==> config.mk <==
export PLATFORM = sky130hd
export DESIGN_NAME = drive_guard_ctrl
export DESIGN_NICKNAME = d
export VERILOG_FILES = /design/src/hw/coast_trip_pkg.sv /design/src/hw/term_cond.sv /design/src/hw/drive_guard_ctrl.sv
export VERILOG_INCLUDE_DIRS = /design/src /design/src/hw
export SDC_FILE = /design/constraint.sdc
export NUM_CORES = 1
export LEC_CHECK = 0
export ABC_AREA = 1
export ABC_CLOCK_PERIOD_IN_PS = 5600
export BUFFER_PORTS_ARGS = -buffer_cell sky130_fd_sc_hd__clkbuf_2
export CAP_MARGIN = 0
export CORE_AREA = 2 2 157 121
export CTS_BUF_LIST = sky130_fd_sc_hd__clkbuf_2 sky130_fd_sc_hd__clkbuf_4 sky130_fd_sc_hd__clkbuf_8
export DETAILED_ROUTE_END_ITERATION = 7
export DIE_AREA = 0 0 159 123
export GPL_TIMING_DRIVEN = 0
export SLEW_MARGIN = 15
export SYNTH_ARGS = -nofsm -noshare
export SYNTH_HDL_FRONTEND = slang
export SYNTH_SLANG_ARGS = --single-unit
==> constraint.sdc <==
create_clock -name clock -period 5.6 [get_ports clock]
set_input_delay 1.12 -clock clock [delete_from_list [all_inputs] [get_ports clock]]
set_output_delay 1.12 -clock clock [all_outputs]
set_load 0.05 [all_outputs]
==> src/hw/coast_trip_params.svh <==
/*
  Offsets, field positions, reset values and timing counts of the
  coast-stop / external-trip / start-guard controller.
  Assumes inclusion by bare name from the package and the modules.
*/
`ifndef COAST_TRIP_PARAMS_SVH
`define COAST_TRIP_PARAMS_SVH

// Register byte offsets
`define ADDR_FUNC 8'h00
`define ADDR_CFG 8'h04
`define ADDR_DELAY 8'h08
`define ADDR_STATUS 8'h0C
`define ADDR_INT_STAT 8'h10
`define ADDR_INT_MASK 8'h14

// Reset values
`define FUNC_RESET 20'h0_0DCB
`define POL_RESET 5'h00
`define DELAY_RESET 16'h0000
`define MASK_RESET 3'h0

// Terminal function codes
`define FN_COAST 4'hB
`define FN_EXT 4'hC
`define FN_GUARD 4'hD

// Error codes shown to the operator
`define ERR_NONE 8'h00
`define ERR_EXT 8'h0C
`define ERR_GUARD 8'h0D

// Field positions in the config word
`define CFG_RESUME_BIT 8
`define CFG_KEYPAD_BIT 16

// Interrupt bit positions
`define IRQ_EXT 0
`define IRQ_GUARD 1
`define IRQ_COAST 2

// Timing
`define TERM_W 7
`define POWERUP_CYCLES 3'h3
`define CLK_HZ 32'h02FA_F080
`define MS_PER_S 32'h0000_03E8

`endif

==> src/hw/coast_trip_pkg.sv <==
/*
  Types shared by the controller and its terminal conditioner.
  Assumes the params header is on the include path.
*/
`default_nettype none
`include "coast_trip_params.svh"

package coast_trip_pkg;
  // Drive control states
  typedef enum logic [2:0] {
    ST_POWERUP, ST_STOPPED, ST_RUNNING, ST_COASTING,
    ST_WAITING, ST_TRIPPED, ST_CLEARING
  } drive_state_t;

  // Conditioned terminal levels and rising edges
  typedef struct packed {
    logic [`TERM_W-1:0] level;
    logic [`TERM_W-1:0] rise;
  } term_t;

  // Conditioner state
  typedef struct packed {
    logic [`TERM_W-1:0] s1;
    logic [`TERM_W-1:0] s2;
    logic [`TERM_W-1:0] lvl;
    logic [`TERM_W-1:0] prv;
  } cond_t;

  // Controller state
  typedef struct packed {
    drive_state_t st;
    logic [2:0] pu_cnt;
    logic [15:0] tick_cnt;
    logic [15:0] ms_cnt;
    logic need_edge;
    logic [7:0] err;
    logic [7:0] trips;
    logic [19:0] func;
    logic [4:0] pol;
    logic resume_sel;
    logic [15:0] delay;
    logic [2:0] irq_stat;
    logic [2:0] irq_mask;
    logic [31:0] rdata;
    logic resume_speed;
    logic ramp_stop;
  } core_t;
endpackage : coast_trip_pkg

`default_nettype wire

==> src/hw/term_cond.sv <==
/*
  Terminal conditioner: two-flop synchroniser, polarity, edge detect.
  Assumes raw inputs are asynchronous pins and polarity is static.
*/
`default_nettype none
`include "coast_trip_params.svh"

module term_cond (
  // Clock and reset
  input wire logic clock,
  input wire logic rst_n,
  // Pins and polarity
  input wire logic [`TERM_W-1:0] raw,
  input wire logic [`TERM_W-1:0] pol,
  // Conditioned view
  output coast_trip_pkg::term_t term
);
  import coast_trip_pkg::*;

  cond_t s_reg; // All conditioner state
  cond_t s_next; // Its next value

  // Sync chain, then polarity, then history for edges
  always_comb begin
    s_next = s_reg;
    s_next.s1 = raw;
    s_next.s2 = s_reg.s1;
    s_next.lvl = s_reg.s2 ^ pol;
    s_next.prv = s_reg.lvl;
  end

  // State register
  always_ff @(posedge clock or negedge rst_n) begin
    if (!rst_n) begin
      s_reg <= '0;
    end else begin
      s_reg <= s_next;
    end
  end

  // A polarity change flips the level and can look like an edge
  assign term.level = s_reg.lvl;
  assign term.rise = s_reg.lvl & ~s_reg.prv;
endmodule : term_cond

`default_nettype wire

==> src/hw/drive_guard_ctrl.sv <==
/*
  Coast-stop, external trip and start-guard control of a motor drive,
  with a small register port and one level interrupt.
  Assumes terminal pins are asynchronous and the bus is on clock.
*/
// The address map and the plain strobed port were chosen for this implementation.
`default_nettype none
`include "coast_trip_params.svh"

// What this block does
// - Coast input turns power output off
// - Coast release resumes only with run
// - Setting picks restart from zero or speed
// - Restart delay waits; zero means none
// - Per-terminal polarity allows active low
// - Coast deasserted: stop decelerates normally
// - Fault rising edge latches trip, code
// - Fault release does not clear trip
// - Only reset clears fault trip, then stopped
// - Trip coasts motor, alarm at once
// - Reset clears alarm; release restarts
// - Fault falling edge no event; history kept
// - Guard needs fresh run after fault trip
// - Unguarded: run at power-up starts
// - Guarded: power-up start is blocked
// - Guard trip shows its code, alarm
// - Reset of guard trip restarts immediately
module drive_guard_ctrl #(
  parameter int unsigned TICK_CYCLES = `CLK_HZ / `MS_PER_S
) (
  // Clock and reset
  input wire logic clock,
  input wire logic rst_n,
  // Terminal pins
  input wire logic [4:0] terminal_in,
  input wire logic forward_run_input,
  input wire logic fault_clear_input,
  // Register port
  input wire logic [7:0] addr,
  input wire logic [31:0] wdata,
  input wire logic wr,
  input wire logic rd,
  output logic [31:0] rdata,
  // Drive outputs
  output logic power_output_on,
  output logic resume_from_sensed,
  output logic ramp_stop,
  output logic alarm_out,
  output logic [7:0] error_code,
  // Interrupt
  output logic irq
);
  import coast_trip_pkg::*;

  core_t s_reg; // All controller state
  core_t s_next; // Its next value
  term_t term; // Conditioned terminals
  logic [`TERM_W-1:0] pol_all; // Polarity incl. fixed pins
  logic [4:0] is_coast; // Terminal carries coast
  logic [4:0] is_ext; // Terminal carries fault
  logic [4:0] is_guard; // Terminal carries guard
  logic coast; // Coast asserted
  logic ext_rise; // Fault off-to-on
  logic guard; // Guard asserted
  logic run; // Run command level
  logic run_rise; // Fresh run edge
  logic clear_lvl; // Reset terminal level
  logic keypad; // Keypad reset pulse
  logic clear_req; // Any reset request
  logic tick; // One millisecond passed
  logic [2:0] ev; // Interrupt events

  // Fixed pins are always active high
  assign pol_all = {2'b00, s_reg.pol};

  // Synchronise and condition every pin
  term_cond u_cond (
    .clock(clock),
    .rst_n(rst_n),
    .raw({fault_clear_input, forward_run_input, terminal_in}),
    .pol(pol_all),
    .term(term)
  );

  // Function decode per terminal
  for (genvar i = 0; i < 5; i++) begin : g_fn
    assign is_coast[i] = s_reg.func[4*i +: 4] == `FN_COAST;
    assign is_ext[i] = s_reg.func[4*i +: 4] == `FN_EXT;
    assign is_guard[i] = s_reg.func[4*i +: 4] == `FN_GUARD;
  end

  assign coast = |(is_coast & term.level[4:0]);
  assign ext_rise = |(is_ext & term.rise[4:0]);
  assign guard = |(is_guard & term.level[4:0]);
  assign run = term.level[5];
  assign run_rise = term.rise[5];
  assign clear_lvl = term.level[6];
  // Keypad reset is a one-shot write
  assign keypad = wr && addr == `ADDR_CFG && wdata[`CFG_KEYPAD_BIT];
  assign clear_req = clear_lvl | keypad;
  assign tick = s_reg.tick_cnt == 16'(TICK_CYCLES - 1);

  // Control sequence, timers and register file
  always_comb begin
    s_next = s_reg;
    ev = 3'h0;
    s_next.ramp_stop = 1'b0;
    s_next.rdata = 32'h0000_0000;
    case (s_reg.st)
      // Let the sync chain fill before judging run
      ST_POWERUP: begin
        if (s_reg.pu_cnt != `POWERUP_CYCLES) begin
          s_next.pu_cnt = s_reg.pu_cnt + 3'h1;
        end else if (run && guard) begin
          s_next.st = ST_TRIPPED;
          s_next.err = `ERR_GUARD;
          ev[`IRQ_GUARD] = 1'b1;
        end else begin
          s_next.st = ST_STOPPED;
        end
      end
      // Idle; starts as soon as run allows
      ST_STOPPED: begin
        if (run_rise || clear_req) begin
          s_next.need_edge = 1'b0;
        end
        if (run && (!s_reg.need_edge || run_rise)) begin
          s_next.st = ST_RUNNING;
          s_next.resume_speed = 1'b0;
        end
      end
      // Power on the motor
      ST_RUNNING: begin
        if (coast) begin
          s_next.st = ST_COASTING;
          ev[`IRQ_COAST] = 1'b1;
        end else if (!run) begin
          s_next.st = ST_STOPPED;
          s_next.ramp_stop = 1'b1;
        end
      end
      // Output off until coast releases
      ST_COASTING: begin
        s_next.tick_cnt = 16'h0000;
        s_next.ms_cnt = 16'h0000;
        if (!coast) begin
          if (!run) begin
            s_next.st = ST_STOPPED;
          end else if (s_reg.delay == 16'h0000) begin
            s_next.st = ST_RUNNING;
            s_next.resume_speed = s_reg.resume_sel;
          end else begin
            s_next.st = ST_WAITING;
          end
        end
      end
      // Restart delay in milliseconds
      ST_WAITING: begin
        if (coast) begin
          s_next.st = ST_COASTING;
        end else if (!run) begin
          s_next.st = ST_STOPPED;
        end else if (s_reg.ms_cnt >= s_reg.delay) begin
          s_next.st = ST_RUNNING;
          s_next.resume_speed = s_reg.resume_sel;
        end else begin
          s_next.tick_cnt = tick ? 16'h0000 : s_reg.tick_cnt + 16'h0001;
          if (tick) begin
            s_next.ms_cnt = s_reg.ms_cnt + 16'h0001;
          end
        end
      end
      // Latched; fault level is ignored here
      ST_TRIPPED: begin
        if (clear_req) begin
          s_next.st = ST_CLEARING;
          // Guarded drive waits for a new edge after a fault trip
          s_next.need_edge = guard && s_reg.err == `ERR_EXT;
          s_next.err = `ERR_NONE;
          s_next.trips = 8'h00;
        end else if (s_reg.err == `ERR_GUARD && !run) begin
          // Dropping run also cancels a guard trip
          s_next.st = ST_STOPPED;
          s_next.err = `ERR_NONE;
        end
      end
      // Wait for the reset terminal to drop
      ST_CLEARING: begin
        if (!clear_lvl) begin
          // Guard trip reset restarts at once
          s_next.st = ST_STOPPED;
        end
      end
      default: begin
        s_next.st = ST_STOPPED;
      end
    endcase
    // Fault edge overrides every state
    if (ext_rise) begin
      s_next.st = ST_TRIPPED;
      s_next.err = `ERR_EXT;
      s_next.trips = s_reg.trips + 8'h01;
      ev[`IRQ_EXT] = 1'b1;
    end
    // Register writes
    if (wr) begin
      case (addr)
        `ADDR_FUNC: s_next.func = wdata[19:0];
        `ADDR_CFG: begin
          s_next.pol = wdata[4:0];
          s_next.resume_sel = wdata[`CFG_RESUME_BIT];
        end
        `ADDR_DELAY: s_next.delay = wdata[15:0];
        `ADDR_INT_STAT: s_next.irq_stat = s_reg.irq_stat & ~wdata[2:0];
        `ADDR_INT_MASK: s_next.irq_mask = wdata[2:0];
        default: begin
        end
      endcase
    end
    // New events win over a same-cycle clear
    s_next.irq_stat = s_next.irq_stat | ev;
    // Reads answer one cycle later; unmapped reads zero
    if (rd) begin
      case (addr)
        `ADDR_FUNC: s_next.rdata = {12'h000, s_reg.func};
        `ADDR_CFG: s_next.rdata = {23'h00_0000, s_reg.resume_sel, 3'h0, s_reg.pol};
        `ADDR_DELAY: s_next.rdata = {16'h0000, s_reg.delay};
        `ADDR_STATUS: begin
          s_next.rdata = {s_reg.trips, 6'h00, s_reg.st == ST_RUNNING,
                          s_reg.err != `ERR_NONE, s_reg.err, 5'h00, s_reg.st};
        end
        `ADDR_INT_STAT: s_next.rdata = {29'h0000_0000, s_reg.irq_stat};
        `ADDR_INT_MASK: s_next.rdata = {29'h0000_0000, s_reg.irq_mask};
        default: s_next.rdata = 32'h0000_0000;
      endcase
    end
  end

  // State register
  always_ff @(posedge clock or negedge rst_n) begin
    if (!rst_n) begin
      s_reg <= '0;
      s_reg.st <= ST_POWERUP;
      s_reg.func <= `FUNC_RESET;
      s_reg.pol <= `POL_RESET;
      s_reg.delay <= `DELAY_RESET;
      s_reg.irq_mask <= `MASK_RESET;
      s_reg.err <= `ERR_NONE;
    end else begin
      s_reg <= s_next;
    end
  end

  // Outputs straight from state
  assign rdata = s_reg.rdata;
  // Trip forces coast, alarm at once
  assign power_output_on = s_reg.st == ST_RUNNING;
  assign resume_from_sensed = s_reg.resume_speed;
  assign ramp_stop = s_reg.ramp_stop;
  assign alarm_out = s_reg.err != `ERR_NONE;
  assign error_code = s_reg.err;
  assign irq = |(s_reg.irq_stat & s_reg.irq_mask);
endmodule : drive_guard_ctrl

`default_nettype wire

Word-level counts from Yosys, hierarchy flattened
Cells that the tools add are included.
{"block": "classes", "add_sub_neg": 4, "n_eq_ne": 49, "order_cmp": 1, "muxes": 55, "reduce_logical": 36, "bitwise_logic": 11}
{"operator": "$pmux W32 S6", "n": 1}
{"operator": "$mux W32", "n": 4}
{"operator": "$pmux W32 S2", "n": 1}
{"operator": "$eq A4 B4 Y1 const B", "n": 15}
{"operator": "$mux W3", "n": 17}
{"operator": "$mux W16", "n": 3}
{"operator": "$mux W8", "n": 6}
{"operator": "$add A16 B1 Y16 const B", "n": 2}
{"operator": "$eq A8 B4 Y1 const B", "n": 4}
{"operator": "$pmux W3 S7", "n": 1}
{"operator": "$mux W1", "n": 18}
{"operator": "$ne A2 B2 Y1 const B", "n": 9}
{"operator": "$eq A16 B16 Y1 const B", "n": 1}
{"operator": "$eq A8 B5 Y1 const B", "n": 2}
{"operator": "$ge A16 B16 Y1", "n": 1}
{"operator": "$logic_not A16 Y1", "n": 1}
{"operator": "$pmux W8 S2", "n": 1}
{"operator": "$and A5 B5 Y5", "n": 3}
{"operator": "$ne A3 B3 Y1 const B", "n": 5}
{"operator": "$reduce_or A5 Y1", "n": 3}
{"operator": "$reduce_and A2 Y1", "n": 6}
{"operator": "$eq A3 B3 Y1 const B", "n": 3}
{"operator": "$add A8 B1 Y8 const B", "n": 1}
{"operator": "$eq A8 B3 Y1 const B", "n": 1}
{"operator": "31 further kinds", "n": 47}
{"block": "word_totals", "word_cells": 176, "in_bits": 51, "regBits": 164}

Logic depth before layout (Yosys ltp)
{"block": "depth", "ltp_word": 8, "ltp_mapped": 17, "mapped_depth_nobuf": 16}

Cells and area by module
A second synthesis with hierarchy kept.
{"block": "hier_totals", "hier_cells": 1018, "area_unflattened_um2": 8121.5}
{"module": "drive_guard_ctrl", "cells_per_inst": 934, "n_inst": 1, "seq_area_each_um2": 3188.1, "area_each_um2": 7184.4}
{"module": "term_cond", "cells_per_inst": 84, "n_inst": 1, "seq_area_each_um2": 700.7, "area_each_um2": 937.1}

Worst setup path after synthesis
Ideal clock, no wire load.
{"block": "synth_timing", "path_kind": "in2reg", "from": "input addr[7]", "to": "register s_reg[89] (netlist bit)", "arrival_ps": 2190, "required_ps": 5481, "stages": 10, "slack_ps": 3291, "setup_time_ps": 119, "cell_sequence": "nor2_1 > nand2_2 > nor2_2 > nand3_2 > nand2_1 > nand2_1 > nand2_2 > inv_1 > a21oi_1 > nor2_1"}
{"block": "synth_between", "elab_chain_len": 6}
{"item": "start: declaration", "line_no": "drive_guard_ctrl.sv:39", "text": "input wire logic [7:0] addr,"}
{"item": "$eq A8 B3 Y1"}
{"item": "$logic_and A1 B1 Y1 (no source line)"}
{"item": "$logic_and A1 B1 Y1", "line_no": "drive_guard_ctrl.sv:99", "text": "assign keypad = wr && addr == `ADDR_CFG && wdata[`CFG_KEYPAD_BIT];"}
{"item": "$or A1 B1 Y1", "line_no": "drive_guard_ctrl.sv:100", "text": "assign clear_req = clear_lvl | keypad;"}
{"item": "$reduce_bool A2 Y1 (no source line)"}
{"item": "$reduce_and A2 Y1 (no source line)"}
{"item": "end signal: assignment", "line_no": "drive_guard_ctrl.sv:250", "text": "s_reg <= s_next;"}
{"item": "end: declaration", "line_no": "drive_guard_ctrl.sv:55", "text": "core_t s_reg;"}
Every way passes these cells.
A chain may end at the register's enable or synchronous reset.

Worst setup path after layout
{"block": "layout_timing", "from": "register s_reg[135] (netlist bit)", "to": "output power_output_on"}
{"block": "layout_between", "elab_chain_len": 1}
{"item": "$eq A3 B2 Y1", "line_no": "drive_guard_ctrl.sv:257", "text": "assign power_output_on = s_reg.st == ST_RUNNING;"}
{"item": "end: declaration", "line_no": "drive_guard_ctrl.sv:45", "text": "output logic power_output_on,"}
Every way passes these cells.

==> qor.yml <==
run_status: "finished clean"
finalMaxSlewViolations: 0
vias: 6480
grt_pass1_vias: 6003
die_y_um: 123
pre_cts_ws_ns: 2.72
critical_path_arrival_ns: 1.70
min_to: "u_cond.s_reg[14]$_DFF_PN0_"
cts_buffer_depth: 2
vias_per_cell: 4.95
die-width_um: 159
hpwl_um: 14400
clock_latency_ns: 0.47
tritoncts: "built"
hold_buffers: 0
min_path_type: "reg -> reg"
areaGrowthSynthToFinish_pct: 14.8
gp_routability_congestion: 0.893
startpoint_type: "flip-flop"
clk_pin_slew_ns: 0.11
synth_flop_cell: "dfrtp_1"
diodes: 0
drcViolationCount: 0
cp.required_ns: 4.48
maxCapViolations: 0
first_pass_iters: 5
fin_crit_sh_pct: 50.4
core_area_mm2: 0.0181
rsz0062_at_grt: "false"
power_density_mw_per_mm2: 307
timing.final.hold_violations: 0
power.switching_uw: 1040
synthMostInstantiatedCell: "nand2_1"
yosysWarningCount: 0
postRouteAntennaNets: 0
fin_ws_ns: 2.78
clock_sinks: 154
io_buffers: 74
worstSetupEndpointType: "output port"
ctsResizeCount: 0
avgSynthCellArea_um2: 8.40
synthCells: 948
synth-seq-cells: 154
row_count: 43
fmax_mhz: 355
tightest_slew_ns: 0.553
rr_startpoint: "s_reg[55]$_DFFE_PN0P_"
hold_path_startpoint: "u_cond.s_next[14]$_DFF_PN0_"
layout_min_cycle_time_ns: 2.82
synth_area_mm2: 0.00796
fin_area_mm2: 0.00914
peakVddDrop_uv: 147
yosys-top-cells-area: "dfrtp_1 46%, nand2_1 11%, inv_1 4.5%"
grt.total_usage_pct: 21.0
fin_skew_ns: 0.0196
sw_frac_of_total_pct: 37.1
route.detailed.wl_per_inst_um: 14.7
r2r_slack_ns: 3.27
yosysSeqAreaShare_pct: 48.5
cts_root_buf: "clkbuf_8"
fin_tns_setup_ns: 0
synthArstFlopShare_pct: 100
p_comb_share_pct: 23.6
htree_levels: 4
drive_above_1_share_pct: 19.3
yosysTopAreaCell: "dfrtp_1"
routed_wl_um: 19300
fin_hold_ws_ns: 0.359
cp_max_fo: 5
start_util_pct: 44.0
intPower_uw: 1760
cts_setup_buffers: 0
fillers: 1748
r2r.worst_path.cells: 13
io_pins: 96
clockPowerShare_pct: 31.0
synth_edf_count: 0
cts_buffers: 17
max_slew_margin_pct: 63.2
antenna_found_initial: 0
setup.worst_path.class: "reg -> out"
post_dp_cell_area_mm2: 0.00870
p_leak_uw: 0.00443
reg2reg_to: "s_reg[114]$_DFFE_PN0P_"
synthTopCellsByCount: "230 x nand2_1, 146 x dfrtp_1, 95 x inv_1"
overflow: 0
final-setup-viol-count: 0
die_area_mm2: 0.0196
drt_iter0_drc: 528
holdPathStages: 0
seq_power_share_pct: 45.4
grt_max_degree: 96
grt_pass1_wl_um: 32100
final_nets: 1122
ys_types: 48
largest_reg_flops: 90
synth.top_cell.area_share_pct: 45.9
how the worst max path moves through the flow:
| stage | cells past startpoint | from | to | slack (ns) |
|---|---|---|---|---|
| after floorplan | 10 | addr[7] | s_reg[89]$_DFFE_PN0P_ | 3.29 |
| after global placement | 1 | rst_n | rdata[7]$_DFF_PN0_ | 0.62 |
| after detailed placement | 11 | addr[7] | s_reg[89]$_DFFE_PN0P_ | 2.72 |
| after CTS | 5 | s_reg[135]$_DFFE_PN0P_ | power_output_on | 2.78 |
| after global routing | 5 | s_reg[135]$_DFFE_PN0P_ | power_output_on | 2.66 |
| final | 5 | s_reg[135]$_DFFE_PN0P_ | power_output_on | 2.78 |
cells by family (layout without fill, tap and decap cells):
kind of cell    count (synthesis)  after routing  synth area share [%]
simple gates                  444            444                  24.2
buf+inv                       163            270                  10.2
flops                         154            154                  48.5
compound gates                130            130                  9.72
xor+xnor                       31             31                  3.41
fa+ha+maj                      21             21                  3.30
mux                             4              4                 0.566
other cells                     1              9                0.0471
power by group through the flow:
stage                     logic, uW  clock network, uW  registers (uW)
final                           661                871            1280
after global routing            747                948            1290
after CTS                       663                897            1270
after detailed placement        661                  0            1300
after global placement          653                  0            1300
after floorplan                 493                  0            1280
metal layers:
layer	vias to the layer above	track usage, %	routed length (um)
met5	-	0	0
met4	0	6.14	201
met3	13	3.46	992
met2	179	30.4	8010
met1	3055	32.3	10100
li1	3233	-	-
worst max-delay path, stage by stage (launching register included):
cell and delay [ns]:
dfrtp_1 0.42, inv_1 0.09, nor2_1 0.13, nand2_1 0.10
inv_1 0.17, clkbuf_2 0.31
through the flow:
stage	util (%)	std cells	total power, uW
global placement	48.0	1277	1950
floorplan	-	956	1770
CTS	50.5	1310	2830
global route	50.5	1310	2980
detailed placement	48.2	1278	1960
finish	50.5	1310	2810
area by class of cell:
| type | count | area, um2 | area share (%) |
|---|---|---|---|
| clock inverters | 15 | 196 | 2.15 |
| flip-flops and latches | 154 | 3860 | 42.3 |
| plain buffers | 63 | 434 | 4.75 |
| inverters | 100 | 379 | 4.15 |
| multi-input cells | 639 | 3310 | 36.3 |
| repair buffers | 75 | 407 | 4.45 |
| clock buffers | 17 | 234 | 2.56 |
| well taps | 247 | 309 | 3.38 |
placed cells by master (no fill, tap or decap), drive strengths merged, types with 20 or more instances in the layout:
| cell type | synthesis | final |
|---|---|---|
| nand3 | 55 | 55 |
| a21oi | 20 | 20 |
| ha | 21 | 21 |
| clkbuf | 11 | 102 |
| dfrtp | 146 | 146 |
| nor3 | 28 | 28 |
| o21ai | 78 | 78 |
| inv | 99 | 107 |
| nand2 | 235 | 235 |
| nor2 | 100 | 100 |
| xor2 | 22 | 22 |
| buf | 52 | 53 |
Power figures use the tool's default switching activity.
